### config.mk
export PLATFORM = sky130hd
export DESIGN_NAME = pric_top
export DESIGN_NICKNAME = d
export VERILOG_FILES = /design/src/rtl/pric_pkg.sv /design/src/rtl/pric_clk_div.sv /design/src/rtl/pric_top.sv
export SDC_FILE = /design/constraint.sdc
export NUM_CORES = 1
export LEC_CHECK = 0
export BUFFER_PORTS_ARGS = -buffer_cell sky130_fd_sc_hd__buf_4
export CORE_ASPECT_RATIO = 2
export CORE_UTILIZATION = 46
export DETAILED_ROUTE_END_ITERATION = 12
export HOLD_SLACK_MARGIN = 0.08
export PLACE_DENSITY = 0.79
export SETUP_SLACK_MARGIN = 0.2
export SKIP_CTS_REPAIR_TIMING = 1
export SYNTH_ARGS = -nofsm -noshare
export SYNTH_HDL_FRONTEND = slang
export SYNTH_SLANG_ARGS = --single-unit
export TNS_END_PERCENT = 30
### constraint.sdc
create_clock -name sys_clk_i -period 1.9 [get_ports sys_clk_i]
set_clock_uncertainty 0.05 [all_clocks]
set_input_delay 0.19 -clock sys_clk_i [delete_from_list [all_inputs] [get_ports sys_clk_i]]
set_output_delay 0.19 -clock sys_clk_i [all_outputs]
set_load 0.03 [all_outputs]
### src/rtl/pric_pkg.sv
// Purpose: Constants and types of the init controller
// Assumes: One clock domain, 32-bit Avalon-MM access
// Notes:   Each offset, field and count is named with a PRIC_ prefix
package pric_pkg;

   // -------------------------------------------------------------------
   // Register map (byte addresses)
   // -------------------------------------------------------------------
   localparam logic [3:0] PRIC_OFS_CTRL  = 4'h0;
   localparam logic [3:0] PRIC_OFS_STAT  = 4'h4;
   localparam logic [3:0] PRIC_OFS_IRQ   = 4'h8;
   localparam logic [3:0] PRIC_OFS_MASK  = 4'hC;

   // -------------------------------------------------------------------
   // Field positions and reset values
   // -------------------------------------------------------------------
   localparam int         PRIC_CTRL_CHK  = 0;  // Reset length check
   localparam logic       PRIC_CTRL_RST  = 1'b1;
   localparam int         PRIC_ST_FAIL   = 0;
   localparam int         PRIC_ST_ACK    = 1;
   localparam int         PRIC_ST_FLOAT  = 2;
   localparam int         PRIC_ST_SELFTEST_SELECT  = 3;
   localparam int         PRIC_ST_DIV1   = 4;
   localparam int         PRIC_ST_INRST  = 5;
   localparam int         PRIC_ST_FSM    = 8;  // Three bits wide
   localparam int         PRIC_EV_W      = 4;
   localparam int         PRIC_EV_SHORT  = 0;  // Reset held too short
   localparam int         PRIC_EV_FAIL   = 1;  // Init test failed
   localparam int         PRIC_EV_DONE   = 2;  // Init completed
   localparam int         PRIC_EV_FLOAT  = 3;  // Float mode entered
   localparam logic [3:0] PRIC_MASK_RST  = 4'h0;

   // -------------------------------------------------------------------
   // Timing counts, in core ticks
   // -------------------------------------------------------------------
   localparam int         PRIC_RCNT_W    = 14;
   localparam int         PRIC_MIN_DIV2  = 16;
   localparam int         PRIC_MIN_DIV1  = 10000;

   // -------------------------------------------------------------------
   // Init sequencer states and module state
   // -------------------------------------------------------------------
   typedef enum logic [2:0] {
      PRIC_S_RESET,
      PRIC_S_INT_TEST,
      PRIC_S_INT_PASS,
      PRIC_S_BUS_TEST,
      PRIC_S_RUN,
      PRIC_S_FAIL,
      PRIC_S_FLOAT
   } pric_fsm_t;

   typedef struct packed {
      logic                   rst_m;     // Reset pin, first stage
      logic                   rst_s;     // Reset pin, synced (low=reset)
      logic                   rst_d;     // Synced reset pin, delayed
      logic                   hold_m;
      logic                   hold_s;
      logic                   stst_m;
      logic                   stst_s;
      logic                   flt_m;
      logic                   flt_s;     // Synced float pin (low=float)
      logic                   cdiv_m;
      logic                   cdiv_s;
      pric_fsm_t              fsm;
      logic                   selftest_select;     // Latched self-test select
      logic                   flt_req;   // Float sampled during reset
      logic [PRIC_RCNT_W-1:0] rcnt;
      logic                   fail;
      logic                   ack;
      logic                   ustart;
      logic                   rsp;
      logic [31:0]            rdata;
      logic                   chk;
      logic [PRIC_EV_W-1:0]   ist;
      logic [PRIC_EV_W-1:0]   imask;
   } pric_state_t;

   // Avalon-MM request from the master
   typedef struct packed {
      logic        read;
      logic        write;
      logic [3:0]  address;
      logic [3:0]  byteenable;
      logic [31:0] writedata;
   } pric_avm_req_t;

endpackage

### src/rtl/pric_clk_div.sv
// Purpose: Internal tick and output clock from the input clock
// Assumes: sys_clk_i is the input clock; div_by_one_i synchronised
// Notes:   The tick is one cycle wide; the output clock toggles
//          on each tick, a square wave at half the tick rate
`timescale 1ns/100ps
module pric_clk_div
   import pric_pkg::*;
(
   // Clock, reset, enable
   input  wire logic sys_clk_i,
   input  wire logic rst_i,
   input  wire logic clk_en_i,
   // Division control
   input  wire logic div_by_one_i,
   // Divided outputs
   output logic      tick_o,
   output logic      pclk_o
);

   typedef struct packed {
      logic phase;
      logic tick;
      logic pclk;
   } pric_div_t;

   pric_div_t q;
   pric_div_t next_q;

   // Tick every cycle in 1x, every other cycle in 2x
   always_comb begin
      next_q       = q;
      next_q.phase = ~q.phase;
      next_q.tick  = div_by_one_i | q.phase;
      if (q.tick) begin
         next_q.pclk = ~q.pclk;
      end
   end

   // State register, frozen while clk_en_i is low
   always_ff @(posedge sys_clk_i) begin
      if (rst_i) begin
         q <= '0;
      end else if (clk_en_i) begin
         q <= next_q;
      end
   end

   assign tick_o = q.tick;
   assign pclk_o = q.pclk;

endmodule

### src/rtl/pric_top.sv
// Purpose: Reset, self-test, hold and float control of a core
// Assumes: Pins are asynchronous and pass two flip-flops first;
//          test results come on the same clock
// Notes:   Avalon-MM access always takes one wait state
`timescale 1ns/100ps
module pric_top
   import pric_pkg::*;
#(
   parameter int MIN_DIV1_CYC = PRIC_MIN_DIV1,
   parameter int MIN_DIV2_CYC = PRIC_MIN_DIV2
)(
   // Clock, reset, enable
   input  wire logic        sys_clk_i,
   input  wire logic        rst_i,
   input  wire logic        clk_en_i,
   // Board pins, asynchronous
   input  wire logic        reset_pin_n_i,
   input  wire logic        hold_req_i,
   input  wire logic        selftest_select_i,
   input  wire logic        emulation_float_mode_n_i,
   input  wire logic        clock_divide_select_i,
   // Core test engines, same clock
   input  wire logic        int_test_done_i,
   input  wire logic        int_test_pass_i,
   input  wire logic        bus_test_done_i,
   input  wire logic        bus_test_pass_i,
   // Pin and core outputs
   output logic             fail_o,
   output logic             bus_grant_ack_o,
   output logic             bus_float_o,
   output logic             pins_oe_o,
   output logic             core_in_reset_o,
   output logic             int_test_run_o,
   output logic             bus_test_run_o,
   output logic             user_start_o,
   output logic             core_tick_o,
   output logic             processor_output_clock_o,
   // Avalon-MM slave
   input  wire logic        avs_read_i,
   input  wire logic        avs_write_i,
   input  wire logic [3:0]  avs_address_i,
   input  wire logic [3:0]  avs_byteenable_i,
   input  wire logic [31:0] avs_writedata_i,
   output logic [31:0]      avs_readdata_o,
   output logic             avs_waitrequest_o,
   // Interrupt
   output logic             irq_o
);

   // -------------------------------------------------------------------
   // Declarations
   // -------------------------------------------------------------------
   localparam logic [PRIC_RCNT_W-1:0] MIN_DIV1 =
      PRIC_RCNT_W'(MIN_DIV1_CYC);
   localparam logic [PRIC_RCNT_W-1:0] MIN_DIV2 =
      PRIC_RCNT_W'(MIN_DIV2_CYC);
   localparam logic [PRIC_RCNT_W-1:0] RCNT_MAX = '1;

   pric_state_t          q;
   pric_state_t          next_q;
   pric_avm_req_t        req;
   logic                 tick;
   logic                 pclk;
   logic                 pin_rst;
   logic                 rise;
   logic                 in_float;
   logic                 acc;
   logic [PRIC_EV_W-1:0] ev;
   logic [31:0]          stat_word;
   logic [31:0]          rd_mux;
   logic [PRIC_RCNT_W-1:0] min_len;

   assign req.read       = avs_read_i;
   assign req.write      = avs_write_i;
   assign req.address    = avs_address_i;
   assign req.byteenable = avs_byteenable_i;
   assign req.writedata  = avs_writedata_i;

   // -------------------------------------------------------------------
   // Clock divider
   // -------------------------------------------------------------------
   pric_clk_div u_div (
      .sys_clk_i    (sys_clk_i),
      .rst_i        (rst_i),
      .clk_en_i     (clk_en_i),
      .div_by_one_i (q.cdiv_s),
      .tick_o       (tick),
      .pclk_o       (pclk)
   );

   // -------------------------------------------------------------------
   // Decode of synchronised pins
   // -------------------------------------------------------------------
   // Only the second sync stage is looked at; the first can be metastable
   assign pin_rst  = ~q.rst_s;
   assign rise     = q.rst_s & ~q.rst_d;     // Reset pin released
   assign in_float = (q.fsm == PRIC_S_FLOAT);
   assign acc      = (req.read | req.write) & q.rsp;
   assign min_len  = q.cdiv_s ? MIN_DIV1 : MIN_DIV2;

   // Status word seen by software
   always_comb begin
      stat_word                     = '0;
      stat_word[PRIC_ST_FAIL]       = q.fail;
      stat_word[PRIC_ST_ACK]        = q.ack;
      stat_word[PRIC_ST_FLOAT]      = in_float;
      stat_word[PRIC_ST_SELFTEST_SELECT]      = q.selftest_select;
      stat_word[PRIC_ST_DIV1]       = q.cdiv_s;
      stat_word[PRIC_ST_INRST]      = pin_rst;
      stat_word[PRIC_ST_FSM +: 3]   = q.fsm;
   end

   // Read multiplexer; unmapped offsets read as zero
   always_comb begin
      rd_mux = '0;
      case (req.address)
         PRIC_OFS_CTRL: begin
            rd_mux[PRIC_CTRL_CHK] = q.chk;
         end
         PRIC_OFS_STAT: begin
            rd_mux = stat_word;
         end
         PRIC_OFS_IRQ: begin
            rd_mux[PRIC_EV_W-1:0] = q.ist;
         end
         PRIC_OFS_MASK: begin
            rd_mux[PRIC_EV_W-1:0] = q.imask;
         end
         default: begin
            rd_mux = '0;
         end
      endcase
   end

   // -------------------------------------------------------------------
   // Next state
   // -------------------------------------------------------------------
   always_comb begin
      next_q = q;
      ev     = '0;

      // Two-flop synchronisers on board pins
      next_q.rst_m  = reset_pin_n_i;
      next_q.rst_s  = q.rst_m;
      next_q.rst_d  = q.rst_s;
      next_q.hold_m = hold_req_i;
      next_q.hold_s = q.hold_m;
      next_q.stst_m = selftest_select_i;
      next_q.stst_s = q.stst_m;
      next_q.flt_m  = emulation_float_mode_n_i;
      next_q.flt_s  = q.flt_m;
      next_q.cdiv_m = clock_divide_select_i;
      next_q.cdiv_s = q.cdiv_m;

      // Grant follows the request in reset and out, so a
      // grant standing at reset is kept until hold drops
      next_q.ack = q.hold_s;

      next_q.ustart = 1'b0;

      // Reset length, counted in ticks
      if (pin_rst) begin
         if (tick && q.rcnt != RCNT_MAX) begin
            next_q.rcnt = q.rcnt + 1'b1;
         end
      end else begin
         next_q.rcnt = '0;
      end
      if (rise && q.chk && q.rcnt < min_len) begin
         ev[PRIC_EV_SHORT] = 1'b1;
      end

      // Init sequencer
      if (pin_rst) begin
         // Core held in reset; pins show reset values
         next_q.fsm     = PRIC_S_RESET;
         next_q.fail    = 1'b0;
         next_q.selftest_select   = q.stst_s;
         next_q.flt_req = ~q.flt_s;
      end else begin
         case (q.fsm)
            PRIC_S_RESET: begin
               if (rise) begin
                  // The self-test select is taken as the pin releases
                  next_q.selftest_select = q.stst_s;
                  if (q.flt_req) begin
                     next_q.fsm   = PRIC_S_FLOAT;
                     ev[PRIC_EV_FLOAT] = 1'b1;
                  end else begin
                     next_q.fail = 1'b1;
                     next_q.fsm  = q.stst_s ?
                                   PRIC_S_INT_TEST :
                                   PRIC_S_BUS_TEST;
                  end
               end
            end
            PRIC_S_INT_TEST: begin
               if (tick && int_test_done_i) begin
                  if (int_test_pass_i) begin
                     next_q.fail = 1'b0;
                     next_q.fsm  = PRIC_S_INT_PASS;
                  end else begin
                     next_q.fsm  = PRIC_S_FAIL;
                     ev[PRIC_EV_FAIL] = 1'b1;
                  end
               end
            end
            PRIC_S_INT_PASS: begin
               // Failure released one tick, then rearmed
               if (tick) begin
                  next_q.fail = 1'b1;
                  next_q.fsm  = PRIC_S_BUS_TEST;
               end
            end
            PRIC_S_BUS_TEST: begin
               if (tick && bus_test_done_i) begin
                  if (bus_test_pass_i) begin
                     next_q.fail   = 1'b0;
                     next_q.ustart = 1'b1;
                     next_q.fsm    = PRIC_S_RUN;
                     ev[PRIC_EV_DONE] = 1'b1;
                  end else begin
                     next_q.fsm    = PRIC_S_FAIL;
                     ev[PRIC_EV_FAIL] = 1'b1;
                  end
               end
            end
            PRIC_S_RUN: begin
               next_q.fail = 1'b0;
            end
            PRIC_S_FAIL: begin
               next_q.fail = 1'b1;
            end
            PRIC_S_FLOAT: begin
               // Left only through the reset branch above
               next_q.fsm = PRIC_S_FLOAT;
            end
            default: begin
               next_q.fsm = PRIC_S_RESET;
            end
         endcase
      end

      // One wait state on every access
      next_q.rsp = (req.read | req.write) & ~q.rsp;
      if ((req.read | req.write) && !q.rsp) begin
         next_q.rdata = req.read ? rd_mux : '0;
      end

      // Writes use byte lane 0 only; all fields live there
      if (acc && req.write && req.byteenable[0]) begin
         case (req.address)
            PRIC_OFS_CTRL: begin
               next_q.chk = req.writedata[PRIC_CTRL_CHK];
            end
            PRIC_OFS_MASK: begin
               next_q.imask = req.writedata[PRIC_EV_W-1:0];
            end
            default: begin
               next_q.chk = q.chk;
            end
         endcase
      end

      // Sticky events: a read clears only what it reported, so an event
      // landing in the clearing cycle survives
      if (acc && req.read && req.address == PRIC_OFS_IRQ) begin
         next_q.ist = (q.ist & ~q.rdata[PRIC_EV_W-1:0]) | ev;
      end else begin
         next_q.ist = q.ist | ev;
      end
   end

   // -------------------------------------------------------------------
   // State register
   // -------------------------------------------------------------------
   always_ff @(posedge sys_clk_i) begin
      if (rst_i) begin
         q         <= '0;
         q.rst_m   <= 1'b0;
         q.rst_s   <= 1'b0;
         q.rst_d   <= 1'b0;
         q.flt_m   <= 1'b1;
         q.flt_s   <= 1'b1;
         q.fsm     <= PRIC_S_RESET;
         q.chk     <= PRIC_CTRL_RST;
         q.imask   <= PRIC_MASK_RST;
      end else if (clk_en_i) begin
         q <= next_q;
      end
   end

   // -------------------------------------------------------------------
   // Outputs
   // -------------------------------------------------------------------
   // Float releases every pin; the grant floats only the bus
   assign pins_oe_o                = ~in_float;
   assign fail_o                   = q.fail;
   assign bus_grant_ack_o          = q.ack;
   assign bus_float_o              = q.ack | in_float;
   assign core_in_reset_o          = (q.fsm == PRIC_S_RESET);
   assign int_test_run_o           = (q.fsm == PRIC_S_INT_TEST);
   assign bus_test_run_o           = (q.fsm == PRIC_S_BUS_TEST);
   assign user_start_o             = q.ustart;
   assign core_tick_o              = tick;
   assign processor_output_clock_o = pclk;
   assign avs_readdata_o           = q.rdata;
   assign avs_waitrequest_o        = (req.read | req.write) & ~q.rsp;
   assign irq_o                    = |(q.ist & q.imask);

endmodule

== Word level (Yosys, flattened, before mapping) ==
Cells that the tools add are included.
Cells by class
  add/subtract/negate cells: 1
  $lt $le $gt $ge: 1
  eq/ne operators: 21
  mux-type cells: 43
  bitwise logic cells: 18
  reduce and logical (&&, ||, !) cells: 25
Operator list (number)
  $mux 14: 3
  $mux 32: 1
  $mux 1: 22
  $mux 3: 6
  $pmux 3 s6: 1
  $add 14x1->14 const B: 1
  $lt 14x14->1: 1
  $ne 14x14->1 const B: 1
  $mux 4: 3
  $ne 3x2->1 const B: 4
  $logic_and 1x1->1: 10
  $eq 3x3->1 const B: 3
  $ne 3x3->1 const B: 3
  $pmux 3 s3: 1
  $reduce_and 3->1: 3
  $reduce_and 9->1: 1
  $and 4x4->4: 2
  $eq 4x4->1 const B: 2
  $or 4x4->4: 2
  $reduce_and 2->1: 4
  $mux 7: 1
  $ne 7x4->1 const B: 1
  $not 1->1: 7
  $eq 3x2->1 const B: 2
  other kinds (18): 24
Word-level totals
  register bits: 78
  output and inout bits: 44

== Logic depth before layout (Yosys ltp) ==
Gate-level depths: netlist of run 1.
  word-level depth: 7
  depth in mapped cells: 7
  gate-level depth less buffers: 7

== Hierarchy ==
From an unflattened synthesis of run 1, not the netlist that was laid out.
Second synthesis, totals
  cells, all modules: 364
  area, all modules: 3032.9 um2
Modules (own cells, without submodules)
  pric_top: times used 1, cells each 353, area an instance 2922.8 um2, seq. area each 1041.0 um2
  pric_clk_div: times used 1, cells each 11, area an instance 110.1 um2, seq. area each 60.1 um2

== Worst setup path before layout of run 1 ==
No wires, ideal clock.
  path type: register to register
  start: register q[45] in the netlist's numbering
  end: register q[57] in the netlist's numbering
  library setup time: 122 ps
  data arrival time: 1499 ps
  data required time: 1728 ps
  path slack: 229 ps
  stages on the path, launching flop included: 7
  buffers on the path: 0
  clock period less this slack: 1671 ps
  path through: dfxtp_1 -> ha_1 -> inv_1 -> nor3_2 -> nand4_1 -> and4_1 -> a311o_1
Between the ends
  cells in the longest elaborated chain, start to end: 4
  elaborated cells on any way between the ends: 7
  those cells by class: add/sub (1); eq/ne (1); mux (2); reduce/logical (3)
RTL lines
  start, declared: RTL line pric_top.sv:59  | pric_state_t q;
  start signal, assigned: RTL line pric_top.sv:289  | q <= next_q;
  branches (longest 4 deep; another with $add 14x1->14)
Several ways; the timed one is not identified. The select of a mux whose other input is x is not followed.
A chain may end at the register's enable or synchronous reset.

== Worst setup path in the final report of run 1 ==
Same ends and word-level chain as after synthesis.

==> flow_metrics.py, run 1 <==
metrics = {
    "die": {
        "coreArea_sq_um": 6360,
        "start_util": 0.477,
        "dieArea_sq_um": 6940,
        "io_pins": 98,
        "die_h_um": 117,
        "die_w_um": 59.4,
        "num_rows": 41,
    },
    "clock_network": {
        "clkSlewWorstSetupHoldPaths_ns": 0.07,
        "cts_buffers": 5,
        "htree_levels": 2,
        "cts_buffer_depth": 2,
        "cts_sinks": 55,
        "cts_tree": "done",
        "cts-root-buf": "clkbuf_16",
        "clock_latency_ns": 0.30,
    },
    "timing": {
        "finalSetupViolCount": 0,
        "min_period_ns": 1.76,
        "timing.final.crit_share": 0.926,
        "fmax_mhz": 568,
        "rsz0062_at_grt": "true",
        "fin_ws_ns": 0.140,
        "slew_viol_final": 0,
        "fin_setup_tns_ns": 0,
        "finalHoldViolations": 0,
    },
    "synth": {
        "synth_warnings": 0,
        "synth-edff-count": 0,
        "yosysTopAreaCellShare": 0.363,
        "synth_seq_cells": 55,
        "yosysMostFrequentCell": "dfxtp_1",
        "yosysSeqAreaShare": 0.363,
        "netlist_instances": 361,
        "syn_avg_cell_area_sq_um": 8.40,
        "yosysTopAreaCell": "dfxtp_1",
        "netlist_area_sq_um": 3030,
        "synth_area_leaders": "dfxtp_1 36%, buf_4 8.2%, mux2i_1 6.3%",
        "synthTopCellsByCount": "55 x dfxtp_1, 48 x nor2_1, 33 x buf_4",
        "synth_ff_type": "dfxtp_1",
        "async_flop_share": 0,
        "ys_types": 53,
    },
    "routing": {
        "routed_wl_um": 8000,
        "antenna_left": 0,
        "first_pass_iters": 4,
        "drc": 0,
        "first_iter_violations": 130,
        "num_vias": 2751,
        "wire_per_inst_um": 16.3,
        "viasPerCell": 5.59,
    },
    "setup_path": {
        "path_class": "reg -> reg",
        "cp-start-kind": "flip-flop",
        "crit_fanout": 6,
        "critPathTopFamily": "simple AND/OR/NAND/NOR gates",
        "worstPathCellList": "ha_4 -> and4_4 -> nand4_4 -> nand2_1 -> nor4b_1 -> a311o_1",
        "r2r-start": "q[45]$_SDFFE_PP0P_",
        "required_ns": 2.10,
        "crit_buf_inv": 0,
        "cp_slowest_cell": "nor4b_1",
        "slowest_delay_ns": 0.47,
        "endpoint_kind": "flip-flop",
        "startpoint": "q[45]$_SDFFE_PP0P_",
        "worst-endpoint-arrival_ns": 1.96,
    },
    "power_and_ir_drop": {
        "p_seq_frac": 0.461,
        "power.leakage_nw": 1.51,
        "power.share.clock": 0.418,
        "p_int_mw": 1.94,
        "max-vdd-ir-drop_mv": 0.632,
        "p_sw_frac": 0.252,
        "power_frac_comb": 0.122,
        "power_density_nw_per_um2": 708,
        "p_switching_mw": 0.653,
    },
    "final_layout": {
        "seq_area_sq_um": 1120,
        "diodes": 0,
        "fillers": 591,
        "area_growth_pct": 20.7,
        "drive_gt1_frac": 0.256,
        "multiInputGateArea_sq_um": 1740,
        "nets": 464,
    },
    "global_route": {
        "grt_pass1_vias": 2677,
        "grtUsageTotal": 0.242,
        "grt_max_degree": 28,
        "grt_pass1_wl_um": 12400,
        "grt_antenna_before_repair": 0,
        "overflow": 0,
    },
    "hold_path": {
        "hold_class": "in -> reg",
        "worstHoldStart": "avs_writedata_i[2]",
    },
    "place": {
        "io_buffers": 43,
        "dp_hpwl_um": 5830,
        "gp_congestion": 0.938,
        "place_ws_ns": 0.0675,
    },
    "outcome": {
        "status": "finished clean",
    },
    "flow_run": {
        "cap_violations": 0,
    },
}
-- worst register-to-register path: cells and delay by family (launching register included) --
family | cells | cell delay [ns]
AO/OA/AOI/OAI | 1 | 0.16
adder cells (fa/ha/maj) | 1 | 0.17
flip-flops | 1 | 0.34
AND/OR/NAND/NOR | 4 | 0.98
-- cell type report --
class / instances / share of cell area
Sequential cell: 55 / 0.305
Clock inverter: 2 / 0.00956
Clock buffer: 6 / 0.0379
Inverter: 7 / 0.00717
Timing Repair Buffer: 66 / 0.137
Tap cell: 86 / 0.0294
Multi-Input combinational cell: 270 / 0.474
-- sequential cells by signal, summed over array words and instances (netlist names) --
register         flops
fail_o               1
avs_readdata_o       9
q                   33
next_q               7
u_div.pclk_o         1
u_div.tick_o         1
u_div.q              1
user_start_o         1
bus_grant_ack_o      1
-- cell usage in the layout, fill, tap and decap left out, types with 10 or more instances in the layout --
cell type,instances
mux2i_1,19
conb_1,23
dfxtp_1,44
nand2_1,30
a22oi_1,12
buf_4,64
dfxtp_2,10
nand3_1,11
nor2_1,48
a21oi_1,18
-- path summary, 6_finish.rpt --
| path | end | slack (ns) | depth (start not counted) |
|---|---|---|---|
| setup / recovery | q[57]$_SDFFE_PP0P_ | 0.14 | 6 |
| hold / removal | q[2]$_SDFFE_PP0P_ | 0.08 | 3 |
| setup reg to reg | q[57]$_SDFFE_PP0P_ | 0.14 | 6 |
| hold reg to reg | q[59]$_SDFFE_PP0P_ | 0.41 | 1 |
-- logic make-up after synthesis --
family	Yosys count	synth area share
DFF	55	0.363
other	1	0.00124
adders and majority gates	5	0.0206
and+or+nand+nor	142	0.239
muxes	23	0.0812
AOI/OAI and AO/OA	75	0.174
xor gates and xnor gates	2	0.00577
buffers and inverters	58	0.115
-- through the flow --
stage	hold slack, ns	instances	total power [mW]	util	instance area [sq um]
floorplan	0.268	383	1.46	-	3120
global placement	0.357	480	1.52	0.529	3370
detailed placement	0.366	480	1.53	0.529	3370
CTS	0.0519	488	2.60	0.557	3540
global route	0.0983	492	2.69	0.576	3660
finish	0.0766	492	2.60	0.576	3660
-- power groups by stage --
stage | Clock, mW | Sequential, mW | Combinational (mW)
detailed placement | 0 | 1.22 | 0.304
global placement | 0 | 1.22 | 0.298
floorplan | 0 | 1.22 | 0.238
CTS | 1.10 | 1.20 | 0.306
global route | 1.15 | 1.20 | 0.340
finish | 1.08 | 1.20 | 0.315
-- layer usage --
layer / GRT usage / up-vias / wire length (um)
li1: - / 1320 / -
met1: 0.239 / 1283 / 2870
met2: 0.419 / 117 / 4350
met3: 0.0341 / 31 / 352
met4: 0.219 / 0 / 430
met5: 0 / - / 0
Power figures use the tool's default switching activity.
==> inputs of run 2 (changes only) <==
--- a/config.mk
+++ b/config.mk
@@ -10,9 +10,9 @@
 export CORE_UTILIZATION = 46
 export DETAILED_ROUTE_END_ITERATION = 12
 export HOLD_SLACK_MARGIN = 0.08
-export PLACE_DENSITY = 0.79
-export SETUP_SLACK_MARGIN = 0.2
+export PLACE_DENSITY = 0.81
 export SKIP_CTS_REPAIR_TIMING = 1
+export SLEW_MARGIN = 20
 export SYNTH_ARGS = -nofsm -noshare
 export SYNTH_HDL_FRONTEND = slang
 export SYNTH_SLANG_ARGS = --single-unit
==> run 2 against run 1 <==
Effect of this change: critical path depth unchanged; final area down 3.7%; cell count down 0.61%; via count up 2.1%; fmax down 2.4%; sequential share of layout area up 0.73 points; clock power down 19%; combinational power down 2%; utilization down 2.1 points.
==> flow_metrics.py, run 2 (synthesis gave the netlist of run 1 again) <==
metrics = {
    "clock_network": {
        "htree_levels": 2,
        "cts-root-buf": "clkbuf_16",
        "clock_latency_ns": 0.29,
        "cts_sinks": 55,
        "cts_buffers": 5,
        "cts_buffer_depth": 2,
        "clkSlewWorstSetupHoldPaths_ns": 0.07,
        "cts_tree": "done",
    },
    "timing": {
        "timing.hold.ws_ns": 0.0686,
        "finalSetupViolCount": 0,
        "fmax_mhz": 555,
        "timing.final.crit_share": 0.949,
        "slew_viol_final": 0,
        "min_period_ns": 1.80,
        "finalHoldViolations": 0,
        "fin_ws_ns": 0.0972,
    },
    "hold_path": {
        "whs_path_depth": 3,
        "hold_class": "in -> reg",
        "worstHoldStart": "emulation_float_mode_n_i",
    },
    "power_and_ir_drop": {
        "power.leakage_nw": 1.45,
        "max-vdd-ir-drop_mv": 0.527,
        "power_mw": 2.38,
        "power_density_nw_per_um2": 674,
    },
    "final_layout": {
        "final_cell_mix": "63 x buf_4, 54 x dfxtp_1, 48 x nor2_1, 30 x nand2_1, 23 x conb_1",
        "seq_area_sq_um": 1100,
        "nets": 461,
        "fin_cells": 489,
        "drive_gt1_frac": 0.213,
        "multiInputGateArea_sq_um": 1680,
        "area_growth_pct": 16.3,
        "final_area_sq_um": 3530,
        "fillers": 600,
        "largest-register": "q",
        "largest_reg_flops": 33,
        "final_common_cell": "buf_4",
        "diodes": 0,
    },
    "die": {
        "start_util": 0.477,
        "die_h_um": 117,
        "dieArea_sq_um": 6940,
        "io_pins": 98,
        "die_w_um": 59.4,
        "coreArea_sq_um": 6360,
        "num_rows": 41,
    },
    "global_route": {
        "grt_pass1_vias": 2617,
        "grt_antenna_before_repair": 0,
        "grt_pass1_wl_um": 12000,
        "grt_max_degree": 27,
        "overflow": 0,
        "grtUsageTotal": 0.232,
    },
    "routing": {
        "wire_per_inst_um": 15.6,
        "num_vias": 2809,
        "drc": 0,
        "antenna_left": 0,
        "first_pass_iters": 4,
        "first_iter_violations": 147,
        "routed_wl_um": 7610,
        "viasPerCell": 5.74,
    },
    "place": {
        "placed_area_sq_um": 3360,
        "dp_cells": 479,
        "dp_hpwl_um": 5810,
        "gp_congestion": 0.900,
        "place_ws_ns": 0.0237,
        "io_buffers": 43,
    },
    "setup_path": {
        "r2r-start": "q[46]$_SDFFE_PP0P_",
        "path_class": "reg -> reg",
        "endpoint_kind": "flip-flop",
        "crit_fanout": 6,
        "reg2reg_slack_ns": 0.1,
        "rr_worst_depth": 6,
        "worst-endpoint-arrival_ns": 1.93,
        "required_ns": 2.03,
        "cp-start-kind": "flip-flop",
        "startpoint": "q[46]$_SDFFE_PP0P_",
    },
    "outcome": {
        "status": "finished clean",
    },
    "flow_run": {
        "cap_violations": 0,
    },
}
[run 2: cell types whose count changed in the layout (fill, tap and decap cells not counted), sizes merged]
cell         before  now
buf              64   63
dlygate4sd3       2    0
clkbuf            6    7
bufinv            1    0
[run 2: area by class of cell]
cell class,count,area share
multi-input combinational,270,0.477
sequential,55,0.312
timing repair buffer,63,0.134
clock buffer,7,0.0376
tap,86,0.0305
inverter,7,0.00744
clock inverter,1,0.00142
[run 2: worst paths after layout]
kind,end
worst max-delay path,q[47]$_SDFFE_PP0P_
worst min register to register,q[59]$_SDFFE_PP0P_
worst max register to register,q[47]$_SDFFE_PP0P_
worst min-delay path,next_q[66]$_SDFFE_PP1P_
[run 2: routing by layer]
metal  vias up  part of all wire  wire (um)  GRT usage
met4         0             0.077        587      0.198
met1      1316              0.34       2580      0.216
met3        41             0.047        361     0.0374
li1       1323                 -          -          -
met5         -                 0          0          0
met2       129              0.54       4080      0.419
[run 2: through the flow]
stage | TNS, ns | util
floorplan | 0 | -
global placement | 0 | 0.528
detailed placement | 0 | 0.528
CTS | 0 | 0.550
global route | -0.139 | 0.555
finish | 0 | 0.555
[run 2: power breakdown]
group | switching (mW) | internal, mW | leakage (nW)
clock | 0.384 | 0.488 | 0.0679
sequential | 0.0218 | 1.18 | 0.446
combinational | 0.199 | 0.110 | 0.937
[run 2: worst max-delay path, cell delays in order, from the launching register on]
cell and delay (ns):
dfxtp_1 0.34, ha_1 0.24, and4_1 0.27, nand4_4 0.19, a211oi_4 0.38, o21ai_0 0.15
o41ai_1 0.08
==> inputs of run 3 (changes only) <==
--- a/config.mk
+++ b/config.mk
@@ -11,6 +11,7 @@
 export DETAILED_ROUTE_END_ITERATION = 12
 export HOLD_SLACK_MARGIN = 0.08
 export PLACE_DENSITY = 0.81
+export REMOVE_ABC_BUFFERS = 1
 export SKIP_CTS_REPAIR_TIMING = 1
 export SLEW_MARGIN = 20
 export SYNTH_ARGS = -nofsm -noshare
==> run 3 against run 2 <==
Effect of this change: sequential power about the same; sequential cell count unchanged; worst setup slack got worse by 0.0088 ns; die area unchanged; critical path type unchanged; critical endpoint is now q[45]$_SDFFE_PP0P_; largest cell class unchanged.
==> flow_metrics.py, run 3 (synthesis gave the netlist of run 1 again) <==
metrics = {
    "global_route": {
        "grt_max_degree": 33,
        "overflow": 0,
        "grtUsageTotal": 0.245,
        "grt_antenna_before_repair": 0,
        "grt_pass1_vias": 2664,
        "grt_pass1_wl_um": 12600,
    },
    "timing": {
        "fin_setup_tns_ns": 0,
        "timing.final.crit_share": 0.953,
        "fmax_mhz": 552,
        "finalSetupViolCount": 0,
        "fin_ws_ns": 0.0884,
        "slew_viol_final": 0,
        "min_period_ns": 1.81,
        "finalHoldViolations": 0,
        "rsz0062_at_grt": "false",
    },
    "setup_path": {
        "worst-endpoint-arrival_ns": 1.98,
        "required_ns": 2.07,
        "cp-start-kind": "flip-flop",
        "endpoint_kind": "flip-flop",
        "path_class": "reg -> reg",
        "crit_fanout": 5,
    },
    "routing": {
        "first_iter_violations": 118,
        "antenna_left": 0,
        "first_pass_iters": 4,
        "num_vias": 2743,
        "routed_wl_um": 7930,
        "viasPerCell": 5.60,
        "drc": 0,
        "wire_per_inst_um": 16.2,
    },
    "die": {
        "die_h_um": 117,
        "io_pins": 98,
        "num_rows": 41,
        "die_w_um": 59.4,
        "start_util": 0.477,
        "dieArea_sq_um": 6940,
        "coreArea_sq_um": 6360,
    },
    "power_and_ir_drop": {
        "max-vdd-ir-drop_mv": 0.653,
        "power.leakage_nw": 1.48,
        "power_density_nw_per_um2": 745,
    },
    "clock_network": {
        "cts_buffer_depth": 2,
        "cts_buffers": 5,
        "clkSlewWorstSetupHoldPaths_ns": 0.07,
        "htree_levels": 2,
        "cts-root-buf": "clkbuf_16",
        "cts_sinks": 55,
        "cts_tree": "done",
        "clock_latency_ns": 0.30,
    },
    "place": {
        "io_buffers": 43,
        "dp_hpwl_um": 6090,
        "placed_area_sq_um": 3370,
        "gp_congestion": 0.894,
        "place_ws_ns": 0.0389,
    },
    "flow_run": {
        "cap_violations": 0,
    },
    "final_layout": {
        "largest_reg_flops": 33,
        "final_cell_mix": "63 x buf_4, 54 x dfxtp_1, 48 x nor2_1, 30 x nand2_1, 23 x conb_1",
        "final_common_cell": "buf_4",
        "drive_gt1_frac": 0.215,
        "diodes": 0,
        "area_growth_pct": 18.4,
        "final_area_sq_um": 3590,
        "fin_util": 0.565,
        "largest-register": "q",
        "nets": 462,
    },
    "hold_path": {
        "hold_class": "in -> reg",
    },
    "outcome": {
        "status": "finished clean",
    },
}
[run 3: path summary, 6_finish.rpt]
check | cells past startpoint | startpoint | slack [ns] | to
min reg2reg | 1 | q[66]$_SDFFE_PP1P_ | 0.40 | q[59]$_SDFFE_PP0P_
max | 6 | q[45]$_SDFFE_PP0P_ | 0.09 | q[45]$_SDFFE_PP0P_
max reg2reg | 6 | q[45]$_SDFFE_PP0P_ | 0.09 | q[45]$_SDFFE_PP0P_
min | 3 | avs_writedata_i[0] | 0.08 | q[8]$_SDFFE_PP1P_
[run 3: critical path: stages (launching register included)]
cell	delay, ns
dfxtp_1	0.32
ha_1	0.25
and4_1	0.26
nand4_4	0.16
nand2_1	0.17
or3_1	0.36
a21oi_1	0.16
[run 3: cell type report]
| cell class | count | area, sq um |
|---|---|---|
| Clock inverter | 2 | 60.1 |
| Sequential cell | 55 | 1100 |
| Inverter | 7 | 26.3 |
| Clock buffer | 6 | 129 |
| Timing Repair Buffer | 64 | 483 |
| Tap cell | 86 | 108 |
| Multi-Input combinational cell | 270 | 1680 |
| Fill cell | 610 | 2770 |
[run 3: power by group]
part           switching [mW]  internal, mW  total (mW)  leakage (nW)
Clock                   0.413         0.756        1.17        0.0911
Sequential             0.0206          1.18        1.20         0.446
Combinational           0.203         0.109       0.312         0.941
[run 3: layer usage]
metal  vias up  track usage  wire [um]
li1       1325            -          -
met1      1289        0.238       2660
met2        90        0.443       4410
met3        39       0.0429        345
met4         0        0.181        510
met5         -            0          0
[run 3: metrics by stage]
step                      hold WS [ns]  power, mW  instances
after global routing            0.0889       2.76        490
after global placement           0.362       1.52        481
after detailed placement         0.380       1.53        481
after floorplan                  0.209       1.39        332
after CTS                       0.0728       2.68        489
final                           0.0759       2.68        490
